`src/logic/mni_pkg.sv`:
```
// Purpose: shared constants for the note message interface
// Assumes: bytes arrive and leave through an external serializer
// Notes:   timing counts derived from the 200 MHz clock
package mni_pkg;
	localparam int          CLK_HZ          = 200000000;
	localparam int          SETUP_TIME_S    = 5;
	localparam longint      SETUP_CYCLES    = longint'(SETUP_TIME_S) * CLK_HZ;
	localparam logic [7:0]  ST_NOTE_ON      = 8'h90;
	localparam logic [3:0]  HI_NOTE_OFF     = 4'h8;
	localparam logic [3:0]  HI_NOTE_ON      = 4'h9;
	localparam logic [3:0]  HI_CTRL         = 4'hB;
	localparam logic [3:0]  HI_PROG         = 4'hC;
	localparam logic [3:0]  CHAN_ONE        = 4'h0;
	localparam logic [7:0]  SYS_START       = 8'hF0;
	localparam logic [7:0]  SYS_END         = 8'hF7;
	localparam logic [6:0]  KEY_BASE        = 7'h36;
	localparam logic [6:0]  OCTAVE          = 7'h0C;
	localparam logic [6:0]  PROG_MAX        = 7'h3D;
	localparam logic [6:0]  CC_ALL_OFF      = 7'h7B;
	localparam logic [6:0]  CC_OMNI_OFF     = 7'h7C;
	localparam logic [6:0]  CC_OMNI_ON      = 7'h7D;
	localparam logic [6:0]  FN_DOUBLE       = 7'h00;
	localparam logic [6:0]  FN_UNISON       = 7'h01;
	localparam logic [6:0]  FN_SPLIT        = 7'h02;
	localparam logic [6:0]  FN_UPPER        = 7'h03;
	localparam logic [1:0]  LAYER_PLAY      = 2'h0;
	localparam logic [1:0]  LAYER_DOUBLE    = 2'h1;
	localparam logic [1:0]  LAYER_UNISON    = 2'h2;
	localparam logic        OMNI_RESET      = 1'b1;
	localparam int          BUF_DEPTH       = 2;
	localparam int          BUF_W           = 8;
endpackage

```
`src/logic/mni_skid_buf.sv`:
```
// Purpose: two-entry byte buffer between transmitter and serializer
// Assumes: single clock, synchronous active-high reset
// Notes:   full and empty reflect the true occupancy
`timescale 1ns/100ps
`default_nettype none
module mni_skid_buf
	import mni_pkg::*;
(
	input  wire logic             clk,     // clock
	input  wire logic             rst,     // sync reset
	input  wire logic             s_valid, // write request
	output logic                  s_ready, // space available
	input  wire logic [BUF_W-1:0] s_data,  // write data
	output logic                  m_valid, // word available
	input  wire logic             m_ready, // reader takes word
	output logic      [BUF_W-1:0] m_data   // oldest word
);
	typedef struct packed {
		logic [BUF_DEPTH-1:0][BUF_W-1:0] mem;
		logic [1:0]                      cnt;
	} mni_buf_t;

	mni_buf_t st;
	mni_buf_t next_st;
	logic     wr;
	logic     rd;

	assign s_ready = (st.cnt != 2'(BUF_DEPTH));
	assign m_valid = (st.cnt != 2'h0);
	assign m_data  = st.mem[0];
	assign wr      = s_valid && s_ready;
	assign rd      = m_valid && m_ready;

	always_comb begin
		next_st = st;
		if (rd) begin
			next_st.mem[0] = st.mem[1];
		end
		if (wr) begin
			if (rd) begin
				next_st.mem[st.cnt - 2'h1] = s_data;
			end else begin
				next_st.mem[st.cnt[0]] = s_data;
			end
		end
		next_st.cnt = st.cnt + {1'b0, wr} - {1'b0, rd};
	end

	always_ff @(posedge clk) begin
		if (rst) begin
			st <= '0;
		end else begin
			st <= next_st;
		end
	end
endmodule
`default_nettype wire

```
`src/logic/mni_top.sv`:
```
// Purpose: note message transmitter and receiver interpreter
// Assumes: byte serializer outside; key scanner gives raw key index
// Notes:   outgoing bytes pass a two-entry buffer
//
// Overview of operation
// RULE1: transmit only note-on on channel one
// RULE2: send one 90H byte after power-on
// RULE3: key event is 90H, key, velocity
// RULE4: octave transpose shifts transmitted key range
// RULE5: five second setup picks keyboard position
// RULE6: receive omni or channel one only
// RULE7: midi in connected mutes local keyboard
// RULE8: decode note on and note off
// RULE9: program change sets lower program 0-61
// RULE10: ignore all non-mode controllers
// RULE11: controller 123 zero releases all notes
// RULE12: controllers 124/125 zero set omni off/on
// RULE13: exclusive framed F0, id, function, param, F7
// RULE14: function 0 double, function 1 unison
// RULE15: function 2 sets split point or off
// RULE16: function 3 sets upper program 0-61
// RULE17: foreign maker exclusive discarded to F7
// RULE18: omni off drops other channels
`timescale 1ns/100ps
`default_nettype none
module mni_top
	import mni_pkg::*;
#(
	parameter longint   SETUP_CNT  = SETUP_CYCLES,
	parameter bit [6:0] MAKER_ID   = 7'h11 // arbitrary value
)(
	input  wire logic       CLK,          // clock
	input  wire logic       RST,          // sync reset
	input  wire logic       KEY_EVT,      // key event pulse
	input  wire logic [6:0] KEY_IDX,      // raw key index from scanner
	input  wire logic [6:0] KEY_VEL,      // velocity, zero is release
	output logic            KEY_READY,    // key event accepted
	input  wire logic       KEY_HELD,     // some key held now
	input  wire logic       MIDI_IN_CONN, // midi in cable present
	output logic            TX_VALID,     // byte to serializer
	input  wire logic       TX_READY,     // serializer takes byte
	output logic      [7:0] TX_DATA,      // byte out
	input  wire logic       RX_VALID,     // byte from deserializer
	input  wire logic [7:0] RX_DATA,      // byte in
	output logic            LOCAL_EN,     // local keys drive voices
	output logic            SETUP_DONE,   // keyboard position fixed
	output logic      [6:0] KEY_OFFSET,   // offset added to key index
	output logic            VOICE_ON,     // start voice pulse
	output logic            VOICE_OFF,    // release voice pulse
	output logic      [6:0] VOICE_KEY,    // voice key number
	output logic      [6:0] VOICE_VEL,    // voice velocity
	output logic            ALL_OFF,      // release all pulse
	output logic            OMNI,         // omni reception
	output logic      [5:0] LOWER_PROG,   // lower part program
	output logic      [5:0] UPPER_PROG,   // upper part program
	output logic      [1:0] LAYER_MODE,   // play, double, unison
	output logic            SPLIT_ON,     // split active
	output logic      [6:0] SPLIT_KEY     // split point note
);
	typedef enum logic [2:0] {
		TX_BOOT  = 3'b000,
		TX_IDLE  = 3'b001,
		TX_STAT  = 3'b010,
		TX_KEY   = 3'b011,
		TX_VEL   = 3'b100
	} mni_tx_t;

	typedef enum logic [2:0] {
		RX_IDLE  = 3'b000,
		RX_DAT1  = 3'b001,
		RX_DAT2  = 3'b010,
		RX_SID   = 3'b011,
		RX_SFN   = 3'b100,
		RX_SPAR  = 3'b101,
		RX_SEND  = 3'b110,
		RX_SKIP  = 3'b111
	} mni_rx_t;

	typedef struct packed {
		mni_tx_t     tx;
		logic [6:0]  key;
		logic [6:0]  vel;
		logic [32:0] setup_cnt;
		logic        setup_done;
		logic        setup_held;
		logic [6:0]  held_key;
		logic [6:0]  offset;
		mni_rx_t     rx;
		logic [3:0]  rx_hi;
		logic [6:0]  d1;
		logic [6:0]  fn;
		logic [6:0]  par;
		logic        v_on;
		logic        v_off;
		logic [6:0]  v_key;
		logic [6:0]  v_vel;
		logic        all_off;
		logic        omni;
		logic [5:0]  lower;
		logic [5:0]  upper;
		logic [1:0]  layer;
		logic        split_on;
		logic [6:0]  split_key;
	} mni_state_t;

	mni_state_t st;
	mni_state_t next_st;
	logic       b_valid;
	logic       b_ready;
	logic [7:0] b_data;

	function automatic logic is_prog_ok(input logic [6:0] p);
		return p <= PROG_MAX;
	endfunction

	function automatic logic chan_ok(input logic [3:0] ch, input logic om);
		return om || (ch == CHAN_ONE);
	endfunction

	// ------------------------------------------------------------
	// outgoing byte buffer
	// ------------------------------------------------------------
	mni_skid_buf u_buf (
		.clk     (CLK),
		.rst     (RST),
		.s_valid (b_valid),
		.s_ready (b_ready),
		.s_data  (b_data),
		.m_valid (TX_VALID),
		.m_ready (TX_READY),
		.m_data  (TX_DATA)
	);

	// ------------------------------------------------------------
	// transmit byte select
	// ------------------------------------------------------------
	always_comb begin
		b_valid = 1'b0;
		b_data  = 8'h00;
		unique case (st.tx)
			TX_BOOT: begin
				b_valid = 1'b1; // RULE2
				b_data  = ST_NOTE_ON; // RULE2
			end
			TX_STAT: begin
				b_valid = 1'b1;
				b_data  = ST_NOTE_ON; // RULE1
			end
			TX_KEY: begin
				b_valid = 1'b1;
				b_data  = {1'b0, st.key}; // RULE3
			end
			TX_VEL: begin
				b_valid = 1'b1;
				b_data  = {1'b0, st.vel}; // RULE3
			end
			TX_IDLE: begin
				b_valid = 1'b0;
			end
		endcase
	end

	assign KEY_READY = (st.tx == TX_IDLE) && st.setup_done;

	// ------------------------------------------------------------
	// next state
	// ------------------------------------------------------------
	always_comb begin
		next_st         = st;
		next_st.v_on    = 1'b0;
		next_st.v_off   = 1'b0;
		next_st.all_off = 1'b0;

		// keyboard position setup window
		if (!st.setup_done) begin
			if (!KEY_HELD) begin
				next_st.setup_held = 1'b0; // RULE5
			end
			if (st.setup_cnt == 33'h0) begin
				next_st.held_key   = KEY_IDX;
				next_st.setup_held = KEY_HELD; // RULE5
			end
			if (st.setup_cnt == 33'(SETUP_CNT - 1)) begin
				next_st.setup_done = 1'b1;
				if (st.setup_held && KEY_HELD) begin
					// transposed: held key becomes default base
					next_st.offset = KEY_BASE - st.held_key; // RULE5 RULE4
				end else begin
					next_st.offset = KEY_BASE; // RULE5
				end
			end else begin
				next_st.setup_cnt = st.setup_cnt + 33'h1;
			end
		end

		// transmitter
		unique case (st.tx)
			TX_BOOT: begin
				if (b_ready) begin
					next_st.tx = TX_IDLE;
				end
			end
			TX_IDLE: begin
				if (KEY_EVT && st.setup_done) begin
					next_st.key = KEY_IDX + st.offset; // RULE4
					next_st.vel = KEY_VEL; // RULE3
					next_st.tx  = TX_STAT;
				end
			end
			TX_STAT: begin
				if (b_ready) begin
					next_st.tx = TX_KEY;
				end
			end
			TX_KEY: begin
				if (b_ready) begin
					next_st.tx = TX_VEL;
				end
			end
			TX_VEL: begin
				if (b_ready) begin
					next_st.tx = TX_IDLE;
				end
			end
		endcase

		// receiver
		if (RX_VALID) begin
			if (RX_DATA[7] && RX_DATA != SYS_END) begin
				next_st.rx_hi = RX_DATA[7:4];
				if (RX_DATA == SYS_START) begin
					next_st.rx = RX_SID; // RULE13
				end else if (!chan_ok(RX_DATA[3:0], st.omni)) begin
					next_st.rx = RX_IDLE; // RULE18 RULE6
				end else if (RX_DATA[7:4] == HI_NOTE_ON
						|| RX_DATA[7:4] == HI_NOTE_OFF
						|| RX_DATA[7:4] == HI_CTRL
						|| RX_DATA[7:4] == HI_PROG) begin
					next_st.rx = RX_DAT1; // RULE6
				end else begin
					next_st.rx = RX_IDLE;
				end
			end else begin
				unique case (st.rx)
					RX_IDLE: begin
						next_st.rx = RX_IDLE;
					end
					RX_DAT1: begin
						next_st.d1 = RX_DATA[6:0];
						if (st.rx_hi == HI_PROG) begin
							if (is_prog_ok(RX_DATA[6:0])) begin
								next_st.lower = RX_DATA[5:0]; // RULE9
							end
							next_st.rx = RX_DAT1;
						end else begin
							next_st.rx = RX_DAT2;
						end
					end
					RX_DAT2: begin
						next_st.rx = RX_DAT1;
						if (st.rx_hi == HI_NOTE_ON) begin
							next_st.v_key = st.d1; // RULE8
							next_st.v_vel = RX_DATA[6:0];
							if (RX_DATA[6:0] == 7'h00) begin
								next_st.v_off = 1'b1; // RULE8
							end else begin
								next_st.v_on = 1'b1; // RULE8
							end
						end else if (st.rx_hi == HI_NOTE_OFF) begin
							next_st.v_key = st.d1;
							next_st.v_vel = RX_DATA[6:0];
							next_st.v_off = 1'b1; // RULE8
						end else if (RX_DATA[6:0] == 7'h00) begin
							// other controllers fall through unused
							if (st.d1 == CC_ALL_OFF) begin
								next_st.all_off = 1'b1; // RULE11 RULE10
							end else if (st.d1 == CC_OMNI_OFF) begin
								next_st.omni = 1'b0; // RULE12 RULE10
							end else if (st.d1 == CC_OMNI_ON) begin
								next_st.omni = 1'b1; // RULE12 RULE10
							end
						end
					end
					RX_SID: begin
						if (RX_DATA[6:0] == MAKER_ID) begin
							next_st.rx = RX_SFN; // RULE13
						end else begin
							next_st.rx = RX_SKIP; // RULE17
						end
					end
					RX_SFN: begin
						next_st.fn = RX_DATA[6:0];
						next_st.rx = RX_SPAR; // RULE13
					end
					RX_SPAR: begin
						next_st.par = RX_DATA[6:0];
						next_st.rx  = RX_SEND; // RULE13
					end
					RX_SEND: begin
						next_st.rx = RX_SKIP;
					end
					RX_SKIP: begin
						next_st.rx = RX_SKIP; // RULE17
					end
				endcase
			end
			if (RX_DATA == SYS_END) begin
				if (st.rx == RX_SEND) begin
					if (st.fn == FN_DOUBLE && st.par == 7'h00) begin
						next_st.layer = LAYER_DOUBLE; // RULE14
					end else if (st.fn == FN_UNISON && st.par == 7'h00) begin
						next_st.layer = LAYER_UNISON; // RULE14
					end else if (st.fn == FN_SPLIT) begin
						next_st.split_on  = (st.par != 7'h00); // RULE15
						next_st.split_key = st.par; // RULE15
					end else if (st.fn == FN_UPPER && is_prog_ok(st.par)) begin
						next_st.upper = st.par[5:0]; // RULE16
					end
				end
				next_st.rx = RX_IDLE; // RULE13 RULE17
			end
		end
	end

	// ------------------------------------------------------------
	// state register
	// ------------------------------------------------------------
	always_ff @(posedge CLK) begin
		if (RST) begin
			st            <= '0;
			st.tx         <= TX_BOOT;
			st.rx         <= RX_IDLE;
			st.setup_held <= 1'b1;
			st.offset     <= KEY_BASE;
			st.omni       <= OMNI_RESET;
			st.layer      <= LAYER_PLAY;
		end else begin
			st <= next_st;
		end
	end

	// ------------------------------------------------------------
	// outputs
	// ------------------------------------------------------------
	assign LOCAL_EN   = !MIDI_IN_CONN; // RULE7
	assign SETUP_DONE = st.setup_done;
	assign KEY_OFFSET = st.offset;
	assign VOICE_ON   = st.v_on;
	assign VOICE_OFF  = st.v_off;
	assign VOICE_KEY  = st.v_key;
	assign VOICE_VEL  = st.v_vel;
	assign ALL_OFF    = st.all_off;
	assign OMNI       = st.omni;
	assign LOWER_PROG = st.lower;
	assign UPPER_PROG = st.upper;
	assign LAYER_MODE = st.layer;
	assign SPLIT_ON   = st.split_on;
	assign SPLIT_KEY  = st.split_key;
endmodule
`default_nettype wire

```
`config.mk`:
```
export PLATFORM = sky130hd
export DESIGN_NAME = mni_top
export DESIGN_NICKNAME = d
export VERILOG_FILES = /design/src/logic/mni_pkg.sv /design/src/logic/mni_skid_buf.sv /design/src/logic/mni_top.sv
export SDC_FILE = /design/constraint.sdc
export NUM_CORES = 1
export LEC_CHECK = 0
export ABC_CLOCK_PERIOD_IN_PS = 3100
export BUFFER_PORTS_ARGS = -buffer_cell sky130_fd_sc_hd__buf_2
export CAP_MARGIN = 10
export CELL_PAD_IN_SITES_DETAIL_PLACEMENT = 1
export CELL_PAD_IN_SITES_GLOBAL_PLACEMENT = 2
export CORE_UTILIZATION = 36
export CTS_CLUSTER_DIAMETER = 40
export DETAILED_ROUTE_END_ITERATION = 8
export PLACE_DENSITY_LB_ADDON = 0.1
export SKIP_LAST_GASP = 1
export SLEW_MARGIN = 10
export SYNTH_ARGS = -nofsm -noshare
export SYNTH_HDL_FRONTEND = slang
export SYNTH_SLANG_ARGS = --single-unit
```
`constraint.sdc`:
```
create_clock -name CLK -period 3.1 [get_ports CLK]
set_input_delay 0.155 -clock CLK [delete_from_list [all_inputs] [get_ports CLK]]
set_output_delay 0.155 -clock CLK [all_outputs]
set_load 0.02 [all_outputs]
```
==> results.txt <==
Across all setup checks in the final design, the least slack found is 719 ps. From left edge to right edge, the die measures 144 µm. The flow ran to the end, and the final reports show no timing, DRC or antenna violations. The tools report the element type at the critical path start as a flip-flop. The run gives 0 as the number of antenna violations at the first check in global routing. For this configuration, the core starts out at a cell density of 37.2%. The count of buffers added on input and output ports is 87.

The peak fanout along the critical path works out to 8. Summing over every cut layer, the via total after detailed routing is 5883. The logs give 0 for the final antenna diode count and 0.348 mV for the worst vdd rail ir drop. The synthesized design devotes to its leading area cell type 41.7% of total area. Among all flip-flop cells after synthesis, the most frequent one is sky130_fd_sc_hd__dfxtp_1.

Entering global routing, the biggest net connects 147 pins. The pre-antenna-repair detailed-routing pass consisted of 4 iterations. The maximum buffer depth of the clock tree is 2. The synthesized design spends more area on one cell type than any other, namely sky130_fd_sc_hd__dfxtp_1. The final hold violation count was 0; the core outline area was 19700 µm². For this design the static power due to leakage is 3.29 nW. The total detailed-routing wirelength is 18600 µm, and the routed length per placed instance is 16.5 µm. The count of yosys warnings during synthesis came out at 0. By area the synthesized netlist is led by sky130_fd_sc_hd__dfxtp_1, sky130_fd_sc_hd__mux2i_1, sky130_fd_sc_hd__nor2_1. The net count of the finished layout came out at 888. In the layout the commonest cells are sky130_fd_sc_hd__dfxtp_1, sky130_fd_sc_hd__nor2_1, sky130_fd_sc_hd__buf_2. The tools report the nature of the critical path endpoint as a flip-flop. Across every metal layer, demand over resource in global routing totals 18.7%. The row count is 51. Class of the worst hold path: input port to flip-flop. The logs give 88 for the count of boundary I/O pins and 2680 ps for the arrival time reported for the critical path endpoint. The detail route stage leaves a number of antenna-violating nets equal to 0. The peak clock frequency supported by timing was 420 MHz.

The synthesized area came out at 7300 µm². The commonest non-fill, non-tap cell in the layout was sky130_fd_sc_hd__dfxtp_1. The post-synthesis net count was 857. For the count of unique library cells instantiated by Yosys, the log shows 61.

The H-tree was split into 4 levels. The final-report max-slew violation count was 0. The tools report the via count of the first global-routing pass as 5889. Post-CTS repair changed the size of 0 cells.

After technology mapping, the gate count stands at 816. Setup repair after global routing left no endpoint under its margin. The shortest clock period the worst path allows after layout works out to 2380 ps. Compared with the post-synthesis result, the final layout area differs by 13.3%. The measured slew at the worst slew-check pin was 844 ps; the synthesized area divided by synthesized cell count was 8.95 µm².

Counting flops with a built-in enable in the synthesized netlist gives 0. At the end of routability-driven placement, the weighted congestion stood at 0.768. The remaining max-slew budget at the tightest pin was 43.5%; the wire length of the first global-routing pass was 30500 µm. The area of the die came out at 20900 µm².

By startpoint and endpoint, the worst setup path is classified as flip-flop to flip-flop. In the final layout, the share of cells above drive strength 1 is 17.6%. After the first detailed-routing iteration, the DRC count stood at 329. Worst setup timing slack at the placement stage: 701 ps. The number of failing setup endpoints in the final timing report was 0. TritonCTS built the clock tree. Clock skew on the completed layout was measured at 14.3 ps.

The post-synthesis sequential area ratio is 41.7%. The tree built by TritonCTS fans out to 152 sinks. Summed over all layers, the global routing overflow is 0. After clock tree synthesis, the clock-pin slew on the worst setup and hold paths is 60 ps.

The power per standard cell area works out to 568 nW/µm². The number of clock buffers added by TritonCTS is 17. The HPWL after detailed placement was 13100 µm; the average via count per standard cell was 5.23.

STA puts the critical path data required time at 3400 ps. The DRC violations left came out at 0. Counting flops with an async set or reset pin after synthesis yields a share of 0%. Clock tree synthesis selected as its root buffer the cell sky130_fd_sc_hd__clkbuf_16. The run gives 420 ps as the worst-skew pair later-pin latency. The floorplan step set the die height to 144 µm. The completed layout was analyzed and its total power is 4.70 mW. Summed over all failing endpoints, the final setup total negative slack is 0 ps. The max-cap violation count is 0, and the final worst-path cycle share is 76.8%.

The flip-flop and latch count after synthesis came out at 152.
[metal layers]
metal	routed length [µm]	GRT usage, %
met4	227	5.76
met5	0	0
met3	395	3.18
met2	8840	30.6
met1	9120	24.9
[flip-flops by register name, summed over array words and instances (netlist names)]
signal	cells
ALL_OFF	1
KEY_OFFSET	7
LAYER_MODE	2
LOWER_PROG	6
OMNI	1
SETUP_DONE	1
SPLIT_KEY	7
SPLIT_ON	1
UPPER_PROG	6
VOICE_KEY	7
VOICE_OFF	1
VOICE_ON	1
VOICE_VEL	7
st	86
u_buf.m_data	8
u_buf.st	10
[critical path: stages (launching register included)]
cell and delay, ps:
sky130_fd_sc_hd__dfxtp_1 470, sky130_fd_sc_hd__nand4_4 200, sky130_fd_sc_hd__or3_4 470, sky130_fd_sc_hd__nor4_1 350, sky130_fd_sc_hd__and2_1 400, sky130_fd_sc_hd__mux2_1 370
[synth_stat cells, types with 5 or more instances]
cell type	count
sky130_fd_sc_hd__and3_1	8
sky130_fd_sc_hd__or4_1	10
sky130_fd_sc_hd__a21oi_1	33
sky130_fd_sc_hd__nand4_1	13
sky130_fd_sc_hd__o31ai_1	6
sky130_fd_sc_hd__nor3_1	14
sky130_fd_sc_hd__dfxtp_1	152
sky130_fd_sc_hd__mux2i_1	80
sky130_fd_sc_hd__nor3b_1	7
sky130_fd_sc_hd__a22oi_1	6
sky130_fd_sc_hd__or3_1	6
sky130_fd_sc_hd__nor2_1	109
sky130_fd_sc_hd__ha_1	11
sky130_fd_sc_hd__nand3_1	17
sky130_fd_sc_hd__nand2_1	61
sky130_fd_sc_hd__buf_4	50
sky130_fd_sc_hd__o21ai_0	11
sky130_fd_sc_hd__xor2_1	17
sky130_fd_sc_hd__mux2_2	5
sky130_fd_sc_hd__nor2b_1	9
sky130_fd_sc_hd__nand3b_1	7
sky130_fd_sc_hd__a211oi_1	18
sky130_fd_sc_hd__nor4_1	18
sky130_fd_sc_hd__clkbuf_1	35
sky130_fd_sc_hd__and4_1	7
sky130_fd_sc_hd__and2_1	8
sky130_fd_sc_hd__buf_2	7
sky130_fd_sc_hd__xnor2_1	10
sky130_fd_sc_hd__nand4b_1	5
sky130_fd_sc_hd__o311ai_0	5
sky130_fd_sc_hd__inv_1	19
[cells by family after synthesis]
logic type	count (synthesis)	synth area share (%)
flops	152	41.7
compound gates	110	10.2
simple gates	315	22.3
fa+ha+maj	12	2.16
buf+inv	114	8.55
mux	86	11.9
xor+xnor	27	3.24
[worst paths after layout]
kind	endpoint	slack, ps	cells after the start	start
worst max-delay path	KEY_OFFSET[6]	720	5	st[88]
worst min-delay path	st[81]	20	3	KEY_IDX[6]
worst max register to register	KEY_OFFSET[6]	720	5	st[88]
worst min register to register	LOWER_PROG[0]	450	2	LOWER_PROG[0]
[final cells by class]
| type | count | area [µm²] |
|---|---|---|
| inverter | 19 | 71.3 |
| clock inverter | 15 | 140 |
| timing repair buffer | 107 | 618 |
| clock buffer | 17 | 425 |
| tap | 265 | 332 |
| sequential | 152 | 3040 |
| multi-input combinational | 550 | 3640 |
| fill | 2334 | 11400 |
[power breakdown]
group / total [mW] / internal [mW] / switching, mW / leakage (nW)
Clock: 2.01 / 1.12 / 0.885 / 0.273
Combinational: 0.594 / 0.244 / 0.349 / 1.79
Sequential: 2.10 / 2.03 / 0.0686 / 1.23
Total: 4.70 / 3.39 / 1.30 / 3.29
[repair_timing]
| action | 4_1_cts | 5_1_grt |
|---|---|---|
| hold buffers | 7 | 0 |
| buffers inserted | 0 | 0 |
| hold endpoints to repair | 7 | 0 |
[per-stage QoR]
stage,cells,hold WS [ps],area [µm²],util [%]
after floorplan,816,291,7300,-
after global placement,1086,399,7630,38.8
after detailed placement,1086,407,7630,38.8
after CTS,1125,6.32,8270,42.1
after global routing,1125,24.1,8270,42.1
final,1125,23.9,8270,42.1
Power figures use the tool's default switching activity.
